[src/rtl/gfll_pkg.sv]
// Package of constants and types for the GPS frequency-locked loop controller.
package gfll_pkg;
   // ----------------------------------------------------------------
   // Register map
   // ----------------------------------------------------------------
   localparam logic [3:0] ADDR_CTRL     = 4'h0;
   localparam logic [3:0] ADDR_LOCK_LIM = 4'h1;
   localparam logic [3:0] ADDR_HOLD_LIM = 4'h2;
   localparam logic [3:0] ADDR_HCNT_LIM = 4'h3;
   localparam logic [3:0] ADDR_AVG_CNT  = 4'h4;
   localparam logic [3:0] ADDR_TUNE     = 4'h5;
   localparam logic [3:0] ADDR_STATUS   = 4'h6;
   localparam logic [3:0] ADDR_FREQ     = 4'h7;
   localparam logic [3:0] ADDR_ADJ      = 4'h8;
   localparam logic [3:0] ADDR_EVENTS   = 4'h9;
   localparam logic [3:0] ADDR_DAC      = 4'ha;
   // ----------------------------------------------------------------
   // Control register bits (write one to act; the inhibit bit holds the value written)
   // ----------------------------------------------------------------
   localparam int CMD_DISABLE_BIT = 0;
   localparam int CMD_ENABLE_BIT  = 1;
   localparam int CMD_ACLR_BIT    = 2;
   localparam int CMD_INHIBIT_BIT = 3;
   // ----------------------------------------------------------------
   // Reset values
   // ----------------------------------------------------------------
   localparam logic [31:0] RST_LOCK_LIM = 32'h0000_0004;
   localparam logic [31:0] RST_HOLD_LIM = 32'h0000_0010;
   localparam logic [15:0] RST_HCNT_LIM = 16'h0040;
   localparam logic [7:0]  RST_AVG_CNT  = 8'h04;
   localparam logic [13:0] RST_DAC      = 14'h2000;
   // ----------------------------------------------------------------
   // Timing and measurement
   // ----------------------------------------------------------------
   localparam int          WINDOW_PULSES = 16;
   localparam int          SETTLE_S      = 16;
   localparam logic [31:0] NOMINAL_COUNT = 32'd160000000;
   localparam int          CLK_HZ        = 25000000;
   localparam int          PPS_LOSS_S    = 2;
   localparam int          PPS_LOSS_CYC  = CLK_HZ * PPS_LOSS_S;
   localparam int          FLASH_MS      = 100;
   localparam int          FLASH_CYC     = CLK_HZ / 1000 * FLASH_MS;
   // ----------------------------------------------------------------
   // Loop states
   // ----------------------------------------------------------------
   typedef enum logic [1:0] {
      ST_UNLOCKED,
      ST_LOCKED,
      ST_HOLDOVER,
      ST_DISABLED
   } gfll_state_t;
endpackage : gfll_pkg

[src/rtl/gfll_ctrl.sv]
// GPS-disciplined frequency-locked loop controller with LED and registers.
//
// Contract
// RULE1 - Count oscillator over 16 s, repeat continuously.
// RULE2 - In-limit samples accumulate; others discarded, restart.
// RULE3 - At average count, adjust DAC from error.
// RULE4 - After DAC change, settle 16 seconds.
// RULE5 - Unlocked to Locked when average within limit.
// RULE6 - Holdover to Locked on one good sample.
// RULE7 - Locked to Holdover beyond holdover limit.
// RULE8 - Holdover keeps last DAC value.
// RULE9 - Holdover counter at limit gives Unlocked.
// RULE10 - Disable command stops tuning, keeps DAC.
// RULE11 - Tune command loads DAC while disabled.
// RULE12 - Enable command from Disabled gives Unlocked.
// RULE13 - LED steady colour follows state.
// RULE14 - Sticky alarm flashes red until cleared.
// RULE15 - One flash per pulse; none without pulses.
// RULE16 - Unlocked flashes off; no alarm flashes off.
// RULE17 - Receiver gives rising-edge one-second pulse.
// RULE18 - Report status and parameter records.
// RULE19 - Nominal count 160,000,000 over 16 pulses.
// RULE20 - Inhibit option disables outputs when Unlocked.
// RULE21 - Compare absolute difference from nominal.
// RULE22 - Holdover counter clears on holdover entry.
//
// The register addresses and strobed register access were decided locally.
`timescale 1ns/100ps
module gfll_ctrl (
   input  wire logic        ref_clk_in,
   input  wire logic        sys_rst_in,
   input  wire logic        pps_in,
   input  wire logic        osc_in,
   input  wire logic [3:0]  addr_in,
   input  wire logic [31:0] wdata_in,
   input  wire logic        wr_in,
   input  wire logic        rd_in,
   output logic [31:0]      rdata_out,
   output logic [13:0]      dac_out,
   output logic             led_green_out,
   output logic             led_red_out,
   output logic             ref_out_en_out
);
   import gfll_pkg::*;

   // ----------------------------------------------------------------
   // Input synchronisation
   // ----------------------------------------------------------------
   logic pps_rise;
   logic osc_rise;

   // The pulse rising edge is the timing instant.
   gfll_edge_sync u_pps_sync (
      .ref_clk_in (ref_clk_in),
      .sys_rst_in (sys_rst_in),
      .async_in   (pps_in),
      .rise_out   (pps_rise) // RULE17
   );

   // Oscillator edges sampled on the system clock.
   gfll_edge_sync u_osc_sync (
      .ref_clk_in (ref_clk_in),
      .sys_rst_in (sys_rst_in),
      .async_in   (osc_in),
      .rise_out   (osc_rise)
   );

   // ----------------------------------------------------------------
   // Registers
   // ----------------------------------------------------------------
   gfll_state_t state_reg;
   gfll_state_t state_next;
   logic [31:0] lock_lim_reg;
   logic [31:0] hold_lim_reg;
   logic [15:0] hcnt_lim_reg;
   logic [7:0]  avg_cnt_reg;
   logic        inhibit_reg;
   logic [13:0] dac_reg;
   logic [13:0] dac_next;
   logic        alarm_reg;
   logic [31:0] edge_cnt_reg;
   logic [4:0]  pulse_cnt_reg;
   logic        meas_run_reg;
   logic [31:0] freq_reg;
   logic [39:0] acc_reg;
   logic [7:0]  acc_n_reg;
   logic [4:0]  settle_reg;
   logic [15:0] hcnt_reg;
   logic [15:0] adj_reg;
   logic [15:0] events_reg;
   logic [31:0] loss_cnt_reg;
   logic [31:0] flash_cnt_reg;

   // ----------------------------------------------------------------
   // Decoding
   // ----------------------------------------------------------------
   wire wr_ctrl  = wr_in && (addr_in == ADDR_CTRL);
   wire cmd_dis  = wr_ctrl && wdata_in[CMD_DISABLE_BIT];
   wire cmd_en   = wr_ctrl && wdata_in[CMD_ENABLE_BIT];
   wire cmd_aclr = wr_ctrl && wdata_in[CMD_ACLR_BIT];
   wire cmd_tune = wr_in && (addr_in == ADDR_TUNE);
   wire enabled  = (state_reg != ST_DISABLED);
   wire settling = (settle_reg != 5'h00);

   // Sample completes on the sixteenth pulse of a running window.
   wire sample_done = meas_run_reg && pps_rise &&
                      (pulse_cnt_reg == 5'(WINDOW_PULSES - 1)); // RULE1 RULE19
   wire [31:0] sample_val = edge_cnt_reg + {31'h0, osc_rise};

   // Absolute deviations of the sample and of the average.
   wire [31:0] dev_smp = (sample_val >= NOMINAL_COUNT) ?
                         sample_val - NOMINAL_COUNT :
                         NOMINAL_COUNT - sample_val; // RULE21
   wire [39:0] acc_sum = acc_reg + {8'h00, sample_val};
   wire [7:0]  acc_n1  = acc_n_reg + 8'h01;
   wire        avg_done = (acc_n1 >= avg_cnt_reg);
   wire [31:0] avg_val = (avg_cnt_reg == 8'h00) ? sample_val :
                         32'(acc_sum / {32'h0, avg_cnt_reg});
   wire signed [32:0] avg_err = $signed({1'b0, avg_val}) -
                                $signed({1'b0, NOMINAL_COUNT});
   wire [31:0] dev_avg = avg_err[32] ? 32'(-avg_err) : avg_err[31:0]; // RULE21
   wire smp_in_lock = dev_smp < lock_lim_reg;
   wire smp_in_hold = dev_smp <= hold_lim_reg;
   wire avg_in_lock = dev_avg < lock_lim_reg;

   // Frequency low raises DAC, clamped at the range ends.
   wire signed [15:0] step = avg_err[32] ? 16'sh0001 : 16'shffff;
   wire dac_at_top = (dac_reg == 14'h3fff);
   wire dac_at_bot = (dac_reg == 14'h0000);
   wire need_adj = (dev_avg != 32'h0) &&
                   !(avg_err[32] && dac_at_top) && !(!avg_err[32] && dac_at_bot);

   // Accepted sample finishing an averaging cycle in a tuning state.
   wire tune_state = (state_reg == ST_UNLOCKED) || (state_reg == ST_LOCKED);
   wire take_avg = sample_done && smp_in_hold && !settling && avg_done && tune_state;

   // ----------------------------------------------------------------
   // Measurement window
   // ----------------------------------------------------------------
   // Counts oscillator edges over a whole window, windows back to back.
   // The edge count runs on through the inner pulses and restarts only at window start.
   wire win_start = pps_rise && (!meas_run_reg || sample_done);
   always_ff @(posedge ref_clk_in) begin
      if (sys_rst_in || !enabled) begin
         meas_run_reg  <= 1'b0;
         pulse_cnt_reg <= 5'h00;
         edge_cnt_reg  <= 32'h0;
      end else begin
         meas_run_reg  <= meas_run_reg | pps_rise; // RULE1
         pulse_cnt_reg <= win_start ? 5'h00 : pulse_cnt_reg + {4'h0, pps_rise};
         edge_cnt_reg  <= win_start ? 32'h0 : sample_val; // RULE19
      end
   end

   // ----------------------------------------------------------------
   // Averaging and settling
   // ----------------------------------------------------------------
   // Out-of-limit samples are dropped; settling counts pulses.
   always_ff @(posedge ref_clk_in) begin
      if (sys_rst_in || !enabled) begin
         acc_reg    <= 40'h0;
         acc_n_reg  <= 8'h00;
         settle_reg <= 5'h00;
      end else if (take_avg) begin
         acc_reg    <= 40'h0;
         acc_n_reg  <= 8'h00;
         settle_reg <= need_adj ? 5'(SETTLE_S) : 5'h00; // RULE4
      end else if (settling) begin
         if (pps_rise) settle_reg <= settle_reg - 5'h01; // RULE4
      end else if (sample_done && smp_in_hold && tune_state) begin
         acc_reg   <= acc_sum; // RULE2
         acc_n_reg <= acc_n1; // RULE3
      end
   end

   // ----------------------------------------------------------------
   // DAC value
   // ----------------------------------------------------------------
   // Automatic steps only in tuning states; manual load when disabled.
   always_comb begin
      dac_next = dac_reg;
      if ((state_reg == ST_DISABLED) && cmd_tune) dac_next = wdata_in[13:0]; // RULE11
      else if (take_avg && need_adj) dac_next = 14'($signed({2'b00, dac_reg}) + step); // RULE3
   end

   // Holdover keeps dac_reg untouched; disabled changes it only by a tune load.
   always_ff @(posedge ref_clk_in) begin
      if (sys_rst_in) begin
         dac_reg <= RST_DAC;
      end else begin
         dac_reg <= dac_next; // RULE8 RULE10
      end
   end

   // ----------------------------------------------------------------
   // Loop state machine
   // ----------------------------------------------------------------
   always_comb begin
      state_next = state_reg;
      case (state_reg)
         ST_UNLOCKED: if (take_avg && avg_in_lock) state_next = ST_LOCKED; // RULE5
         ST_LOCKED:   if (sample_done && !smp_in_hold) state_next = ST_HOLDOVER; // RULE7
         ST_HOLDOVER: if (sample_done && smp_in_lock) state_next = ST_LOCKED; // RULE6
                      else if (hcnt_reg >= hcnt_lim_reg) state_next = ST_UNLOCKED; // RULE9
         ST_DISABLED: if (cmd_en) state_next = ST_UNLOCKED; // RULE12
         default:     state_next = ST_UNLOCKED;
      endcase
      if (cmd_dis) state_next = ST_DISABLED; // RULE10
   end

   // State, holdover counter and event counter.
   always_ff @(posedge ref_clk_in) begin
      if (sys_rst_in) begin
         state_reg  <= ST_UNLOCKED;
         hcnt_reg   <= 16'h0;
         events_reg <= 16'h0;
      end else begin
         state_reg <= state_next;
         if (state_next != state_reg) events_reg <= events_reg + 16'h1;
         if (state_reg != ST_HOLDOVER) hcnt_reg <= 16'h0; // RULE22
         else if (pps_rise && (hcnt_reg != 16'hffff)) hcnt_reg <= hcnt_reg + 16'h1; // RULE9
      end
   end

   // ----------------------------------------------------------------
   // Alarm latch and reported values
   // ----------------------------------------------------------------
   // A lost pulse train raises the alarm as well as stopping the flashes.
   wire pps_lost = (loss_cnt_reg >= 32'(PPS_LOSS_CYC));
   wire alarm_evt = (sample_done && !smp_in_hold && enabled) ||
                    (state_next == ST_UNLOCKED && state_reg != ST_UNLOCKED) ||
                    (pps_lost && enabled);

   // Set wins over the clear command.
   always_ff @(posedge ref_clk_in) begin
      if (sys_rst_in) begin
         alarm_reg <= 1'b0;
         freq_reg  <= 32'h0;
         adj_reg   <= 16'h0;
      end else begin
         alarm_reg <= alarm_evt | (alarm_reg & ~cmd_aclr); // RULE14
         if (sample_done) freq_reg <= sample_val; // RULE18
         if (take_avg && need_adj) adj_reg <= step; // RULE18
      end
   end

   // ----------------------------------------------------------------
   // Pulse watchdog and LED
   // ----------------------------------------------------------------
   // Loss timer and flash timer restart on each pulse.
   always_ff @(posedge ref_clk_in) begin
      if (sys_rst_in) begin
         loss_cnt_reg  <= 32'(PPS_LOSS_CYC);
         flash_cnt_reg <= 32'h0;
      end else if (pps_rise) begin
         loss_cnt_reg  <= 32'h0;
         flash_cnt_reg <= 32'(FLASH_CYC); // RULE15
      end else begin
         if (!pps_lost) loss_cnt_reg <= loss_cnt_reg + 32'h1;
         if (flash_cnt_reg != 32'h0) flash_cnt_reg <= flash_cnt_reg - 32'h1;
      end
   end

   wire flashing = (flash_cnt_reg != 32'h0) && !pps_lost; // RULE15
   wire steady_g = (state_reg == ST_LOCKED) || (state_reg == ST_HOLDOVER); // RULE13
   wire steady_r = (state_reg != ST_LOCKED); // RULE13
   wire flash_red = alarm_reg && steady_g; // RULE14 RULE16
   wire led_g = flashing ? (flash_red ? 1'b0 : 1'b0) : steady_g;
   wire led_r = flashing ? flash_red : steady_r; // RULE16

   // LED and output-enable flip-flops.
   always_ff @(posedge ref_clk_in) begin
      if (sys_rst_in) begin
         led_green_out  <= 1'b0;
         led_red_out    <= 1'b1;
         ref_out_en_out <= 1'b1;
         inhibit_reg    <= 1'b0;
      end else begin
         led_green_out  <= led_g;
         led_red_out    <= led_r;
         ref_out_en_out <= !(inhibit_reg && state_next == ST_UNLOCKED); // RULE20
         if (wr_ctrl) inhibit_reg <= wdata_in[CMD_INHIBIT_BIT];
      end
   end
   assign dac_out = dac_reg;

   // ----------------------------------------------------------------
   // Register bus
   // ----------------------------------------------------------------
   // Parameter writes.
   always_ff @(posedge ref_clk_in) begin
      if (sys_rst_in) begin
         lock_lim_reg <= RST_LOCK_LIM;
         hold_lim_reg <= RST_HOLD_LIM;
         hcnt_lim_reg <= RST_HCNT_LIM;
         avg_cnt_reg  <= RST_AVG_CNT;
      end else if (wr_in) begin
         if (addr_in == ADDR_LOCK_LIM) lock_lim_reg <= wdata_in;
         if (addr_in == ADDR_HOLD_LIM) hold_lim_reg <= wdata_in;
         if (addr_in == ADDR_HCNT_LIM) hcnt_lim_reg <= wdata_in[15:0];
         if (addr_in == ADDR_AVG_CNT)  avg_cnt_reg  <= wdata_in[7:0];
      end
   end

   // Read multiplexer, zero for unmapped addresses.
   logic [31:0] rd_mux;
   always_comb begin
      case (addr_in)
         ADDR_CTRL:     rd_mux = {28'h0, inhibit_reg, 3'h0};
         ADDR_LOCK_LIM: rd_mux = lock_lim_reg;
         ADDR_HOLD_LIM: rd_mux = hold_lim_reg;
         ADDR_HCNT_LIM: rd_mux = {16'h0, hcnt_lim_reg};
         ADDR_AVG_CNT:  rd_mux = {24'h0, avg_cnt_reg};
         ADDR_STATUS:   rd_mux = {16'h0, hcnt_reg[12:0], alarm_reg, state_reg}; // RULE18
         ADDR_FREQ:     rd_mux = freq_reg;
         ADDR_ADJ:      rd_mux = {16'h0, adj_reg};
         ADDR_EVENTS:   rd_mux = {16'h0, events_reg};
         ADDR_DAC:      rd_mux = {18'h0, dac_reg};
         default:       rd_mux = 32'h0;
      endcase
   end

   // Read data stands in the cycle after the strobe only.
   always_ff @(posedge ref_clk_in) begin
      if (sys_rst_in) begin
         rdata_out <= 32'h0;
      end else begin
         rdata_out <= rd_in ? rd_mux : 32'h0;
      end
   end

   // ----------------------------------------------------------------
   // Assertions
   // ----------------------------------------------------------------
   AST_DIS_CMD: assert property (@(posedge ref_clk_in) disable iff (sys_rst_in) // RULE10
      cmd_dis |=> state_reg == ST_DISABLED) else $error("Disable command ignored.");
   AST_EN_CMD: assert property (@(posedge ref_clk_in) disable iff (sys_rst_in) // RULE12
      (state_reg == ST_DISABLED && cmd_en && !cmd_dis) |=> state_reg == ST_UNLOCKED)
      else $error("Enable did not give unlocked.");
   AST_TUNE: assert property (@(posedge ref_clk_in) disable iff (sys_rst_in) // RULE11
      (state_reg == ST_DISABLED && cmd_tune) |=> dac_out == $past(wdata_in[13:0]))
      else $error("Tune value not loaded.");
   AST_HOLD_DAC: assert property (@(posedge ref_clk_in) disable iff (sys_rst_in) // RULE8
      (state_reg == ST_HOLDOVER && $past(state_reg == ST_HOLDOVER)) |-> $stable(dac_reg))
      else $error("DAC moved in holdover.");
   AST_LOCK_TO_HOLD: assert property (@(posedge ref_clk_in) disable iff (sys_rst_in) // RULE7
      (state_reg == ST_LOCKED && sample_done && !smp_in_hold && !cmd_dis)
      |=> state_reg == ST_HOLDOVER) else $error("Missed holdover entry.");
   AST_HCNT_CLR: assert property (@(posedge ref_clk_in) disable iff (sys_rst_in) // RULE22
      (state_reg == ST_HOLDOVER && $past(state_reg) != ST_HOLDOVER) |-> hcnt_reg == 16'h0)
      else $error("Holdover counter not cleared.");
   AST_ALARM_STICKY: assert property (@(posedge ref_clk_in) disable iff (sys_rst_in) // RULE14
      (alarm_reg && !cmd_aclr) |=> alarm_reg) else $error("Alarm latch lost.");
   AST_SETTLE: assert property (@(posedge ref_clk_in) disable iff (sys_rst_in) // RULE4
      (take_avg && need_adj && !cmd_dis) |=> settle_reg == 5'(SETTLE_S))
      else $error("Settling not started.");
   AST_NO_FLASH: assert property (@(posedge ref_clk_in) disable iff (sys_rst_in) // RULE15
      pps_lost |=> {led_red_out, led_green_out} == $past({steady_r, steady_g}))
      else $error("Flash without pulses.");
endmodule : gfll_ctrl

[src/rtl/gfll_edge_sync.sv]
// Two-stage synchroniser with rising-edge pulse for an external pin.
`timescale 1ns/100ps
module gfll_edge_sync (
   input  wire logic ref_clk_in,
   input  wire logic sys_rst_in,
   input  wire logic async_in,
   output logic      rise_out
);
   logic meta_reg;
   logic sync_reg;
   logic last_reg;

   // First stage feeds only the second; edge taken from later stages.
   always_ff @(posedge ref_clk_in) begin
      if (sys_rst_in) begin
         meta_reg <= 1'b0;
         sync_reg <= 1'b0;
         last_reg <= 1'b0;
      end else begin
         meta_reg <= async_in;
         sync_reg <= meta_reg;
         last_reg <= sync_reg;
      end
   end

   // Pulse on the synchronised rising edge.
   assign rise_out = sync_reg & ~last_reg;
endmodule : gfll_edge_sync

[config.mk]
export PLATFORM = sky130hd
export DESIGN_NAME = gfll_ctrl
export DESIGN_NICKNAME = d
export VERILOG_FILES = /design/src/rtl/gfll_pkg.sv /design/src/rtl/gfll_ctrl.sv /design/src/rtl/gfll_edge_sync.sv
export SDC_FILE = /design/constraint.sdc
export NUM_CORES = 2
export LEC_CHECK = 0
export ABC_AREA = 1
export BUFFER_PORTS_ARGS = -buffer_cell sky130_fd_sc_hd__buf_2
export CAP_MARGIN = 10
export CORE_MARGIN = 2
export CORE_UTILIZATION = 45
export DETAILED_ROUTE_END_ITERATION = 6
export PLACE_DENSITY = 0.67
export SLEW_MARGIN = 10
export SYNTH_ARGS = -nofsm -noshare
export SYNTH_HDL_FRONTEND = slang
export SYNTH_SLANG_ARGS = --single-unit
[constraint.sdc]
create_clock -name ref_clk_in -period 111.2 [get_ports ref_clk_in]
set_input_delay 22.24 -clock ref_clk_in [delete_from_list [all_inputs] [get_ports ref_clk_in]]
set_output_delay 22.24 -clock ref_clk_in [all_outputs]
set_load 0.01 [all_outputs]
==> out/qor.yml <==
fin_crit_ps: 100060
syn2layout_area_growth_pct: 5.296
row_count: 137
post-route-period-util_pct: 89.98
worst_slew_margin_rel_pct: 8.188
path_max_fanout: 51
insertion_delay_ps: 650
cp-start-kind: "flop"
io_buffers: 90
hpwl_um: 185100
dpl-instance-area_sq_um: 64600
finalNonFillerCells: 12540
cp.required_ps: 111740
hold_viol_final: 0
cpMostUsedCell: "nand2_1"
clock-sinks: 368
overflow: 0
largest_reg_flops: 40
dp_cells: 12440
wl_per_cell_um: 18.02
ys_seq_area_share_pct: 11.67
routed_wl_um: 226000
hold_ws_ps: 407.7
synth_ff_type: "dfxtp_1"
cp.arrival_ps: 100600
start_util_pct: 45.31
drt_iter0_drc: 6135
maxCapViolCount: 0
finalWeightedCongestion: 1.024
clkTransAtPathRegs_ps: 70
fp.dieH_um: 378.6
stdcell_area_sq_um: 66490
grt_usage_pct: 30.27
crit_type: "reg -> reg"
ioPinCount: 91
syn_nets: 11150
dieArea_sq_um: 143300
ys_seq_elements: 368
core_area_sq_um: 139400
vias: 68700
drive_gt1_share_pct: 14.31
fin_skew_ps: 55.64
synth_area_sq_um: 63150
htreeDepth: 2
grt_max_degree: 108
cts_buffers: 44
synth_cells: 10620
fillCellCount: 15040
cts_hold_buf: 0
syn_area_per_cell_sq_um: 5.945
fin_ws_ps: 11140
ys_types: 93
dp_slack_ps: 6649
max_stage_delay_ps: 440
antenna_found_initial: 5
cts_buffer_depth: 3
die_x_um: 378.6
end_kind: "flop"
synth-edff-count: 0
slew_viol_final: 0
cts_root_buffer: "clkbuf_16"
grt_pass1_wl_um: 349300
fmax_mhz: 9.994
setup_viol: 0
status: "finished clean"
yosys_warnings: 0
viasPerCell: 5.478
nets: 11150
drtPass1Iterations: 6
critPathSlowestCell: "a2111oi_1"
worst_pin_slew_ps: 1363
cts_tree: "done"
grt_pass1_vias: 63470
drtAntennaViolNets: 0
async_flop_share_pct: 0
hp-class: "reg -> reg"
drc: 0
[layout make-up]
| cell class | instances | area [sq um] | share of cell area, % |
|---|---|---|---|
| diodes | 5 | 12.51 | 0.01882 |
| clock buffers | 57 | 1220 | 1.835 |
| clock inverters | 23 | 372.9 | 0.5608 |
| inverters | 1698 | 6450 | 9.700 |
| multi-input cells | 8361 | 47790 | 71.87 |
| flip-flops and latches | 368 | 7367 | 11.08 |
| well taps | 1876 | 2347 | 3.530 |
| repair buffers | 152 | 935.9 | 1.408 |
[worst paths after layout]
| check | startpoint | endpoint | slack [ps] | cells after the start |
|---|---|---|---|---|
| max | u_osc_sync.sync_reg$_SDFF_PP0_ | events_reg[0]$_SDFFE_PP0P_ | 11140 | 588 |
| min | u_pps_sync.meta_reg$_SDFF_PP0_ | u_pps_sync.sync_reg$_SDFF_PP0_ | 410 | 2 |
| max reg2reg | u_osc_sync.sync_reg$_SDFF_PP0_ | events_reg[0]$_SDFFE_PP0P_ | 11140 | 588 |
| min reg2reg | u_pps_sync.meta_reg$_SDFF_PP0_ | u_pps_sync.sync_reg$_SDFF_PP0_ | 410 | 2 |
[metrics by stage]
stage,setup TNS [ps],util [%]
5_1_grt,-606.1,47.70
3_5_place_dp,0,46.36
6_report,0,47.71
4_1_cts,0,47.50
2_1_floorplan,0,-
3_3_place_gp,0,46.36
[repair_timing]
action,in CTS,in global routing
endpoints found under the setup margin,0,37
endpoints found under the hold margin,0,0
setup buffers,0,6
resized for setup,0,33
[worst max-delay path, delay by kind of cell (launching register included)]
family | cells | cell delay [ps]
AOI/OAI and AO/OA | 176 | 34420
xor gates and xnor gates | 3 | 760
adders and majority gates | 44 | 14040
buffers and inverters | 92 | 10240
DFF | 1 | 320
and+or+nand+nor | 273 | 39800
[metal layers]
metal  track usage (%)  vias up  routed length, um  share of wire (%)
met1             39.55    31480              99710                 44
met2             50.11     2156             101700                 45
li1                  -    34600                  -                  -
met3             3.108      455              13580                6.0
met4             13.52        6              10970                4.9
met5                 0        -                 46              0.020
[synth_stat cells (all sizes together), types with 11 or more instances]
cell     count  share of area (%)
a211oi      17               0.20
a21o        37               0.45
a21oi      594                4.9
a221oi      18               0.25
a31oi       27               0.27
buf        103                1.9
clkbuf      95               0.83
clkinv      72               0.47
dfxtp      368                 12
ha         480                9.5
inv       1623                9.7
nand2     3132                 21
nand3      908                9.0
nand3b      54               0.66
nand4      318                3.3
nor2      1224                9.2
nor3       123                1.1
nor3b       12               0.14
nor4        46               0.47
o2111ai     11               0.15
o211ai      27               0.32
o21a        23               0.28
o21ai      722                6.1
o21bai      36               0.43
o221ai      22               0.31
o22ai       28               0.28
o31ai       20               0.25
or2         39               0.39
xnor2       93                1.3
xor2       291                4.1
[logic make-up after synthesis]
group | after synthesis | share of synthesized area (%)
AOI/OAI and AO/OA | 1612 | 14.55
xor gates and xnor gates | 384 | 5.391
adders and majority gates | 482 | 9.574
buffers and inverters | 1900 | 13.03
DFF | 368 | 11.67
muxes | 2 | 0.03170
and+or+nand+nor | 5874 | 45.76
[cells in the final DEF, fill, tap and decap left out, types with 61 or more instances in the layout]
cell,n
a21oi_1,567
buf_2,90
buf_4,61
dfxtp_1,368
ha_1,480
inv_1,1505
inv_2,112
nand2_1,2633
nand2_2,411
nand2_4,86
nand3_1,722
nand3_2,164
nand4_1,301
nor2_1,928
nor2_2,201
nor2_4,86
nor3_1,113
o21ai_0,558
o21ai_1,103
xnor2_1,92
xor2_1,286
Power is left out: the tool's default activity adds up to more than one toggle a clock period on the data nets, which glitch-free logic cannot reach.
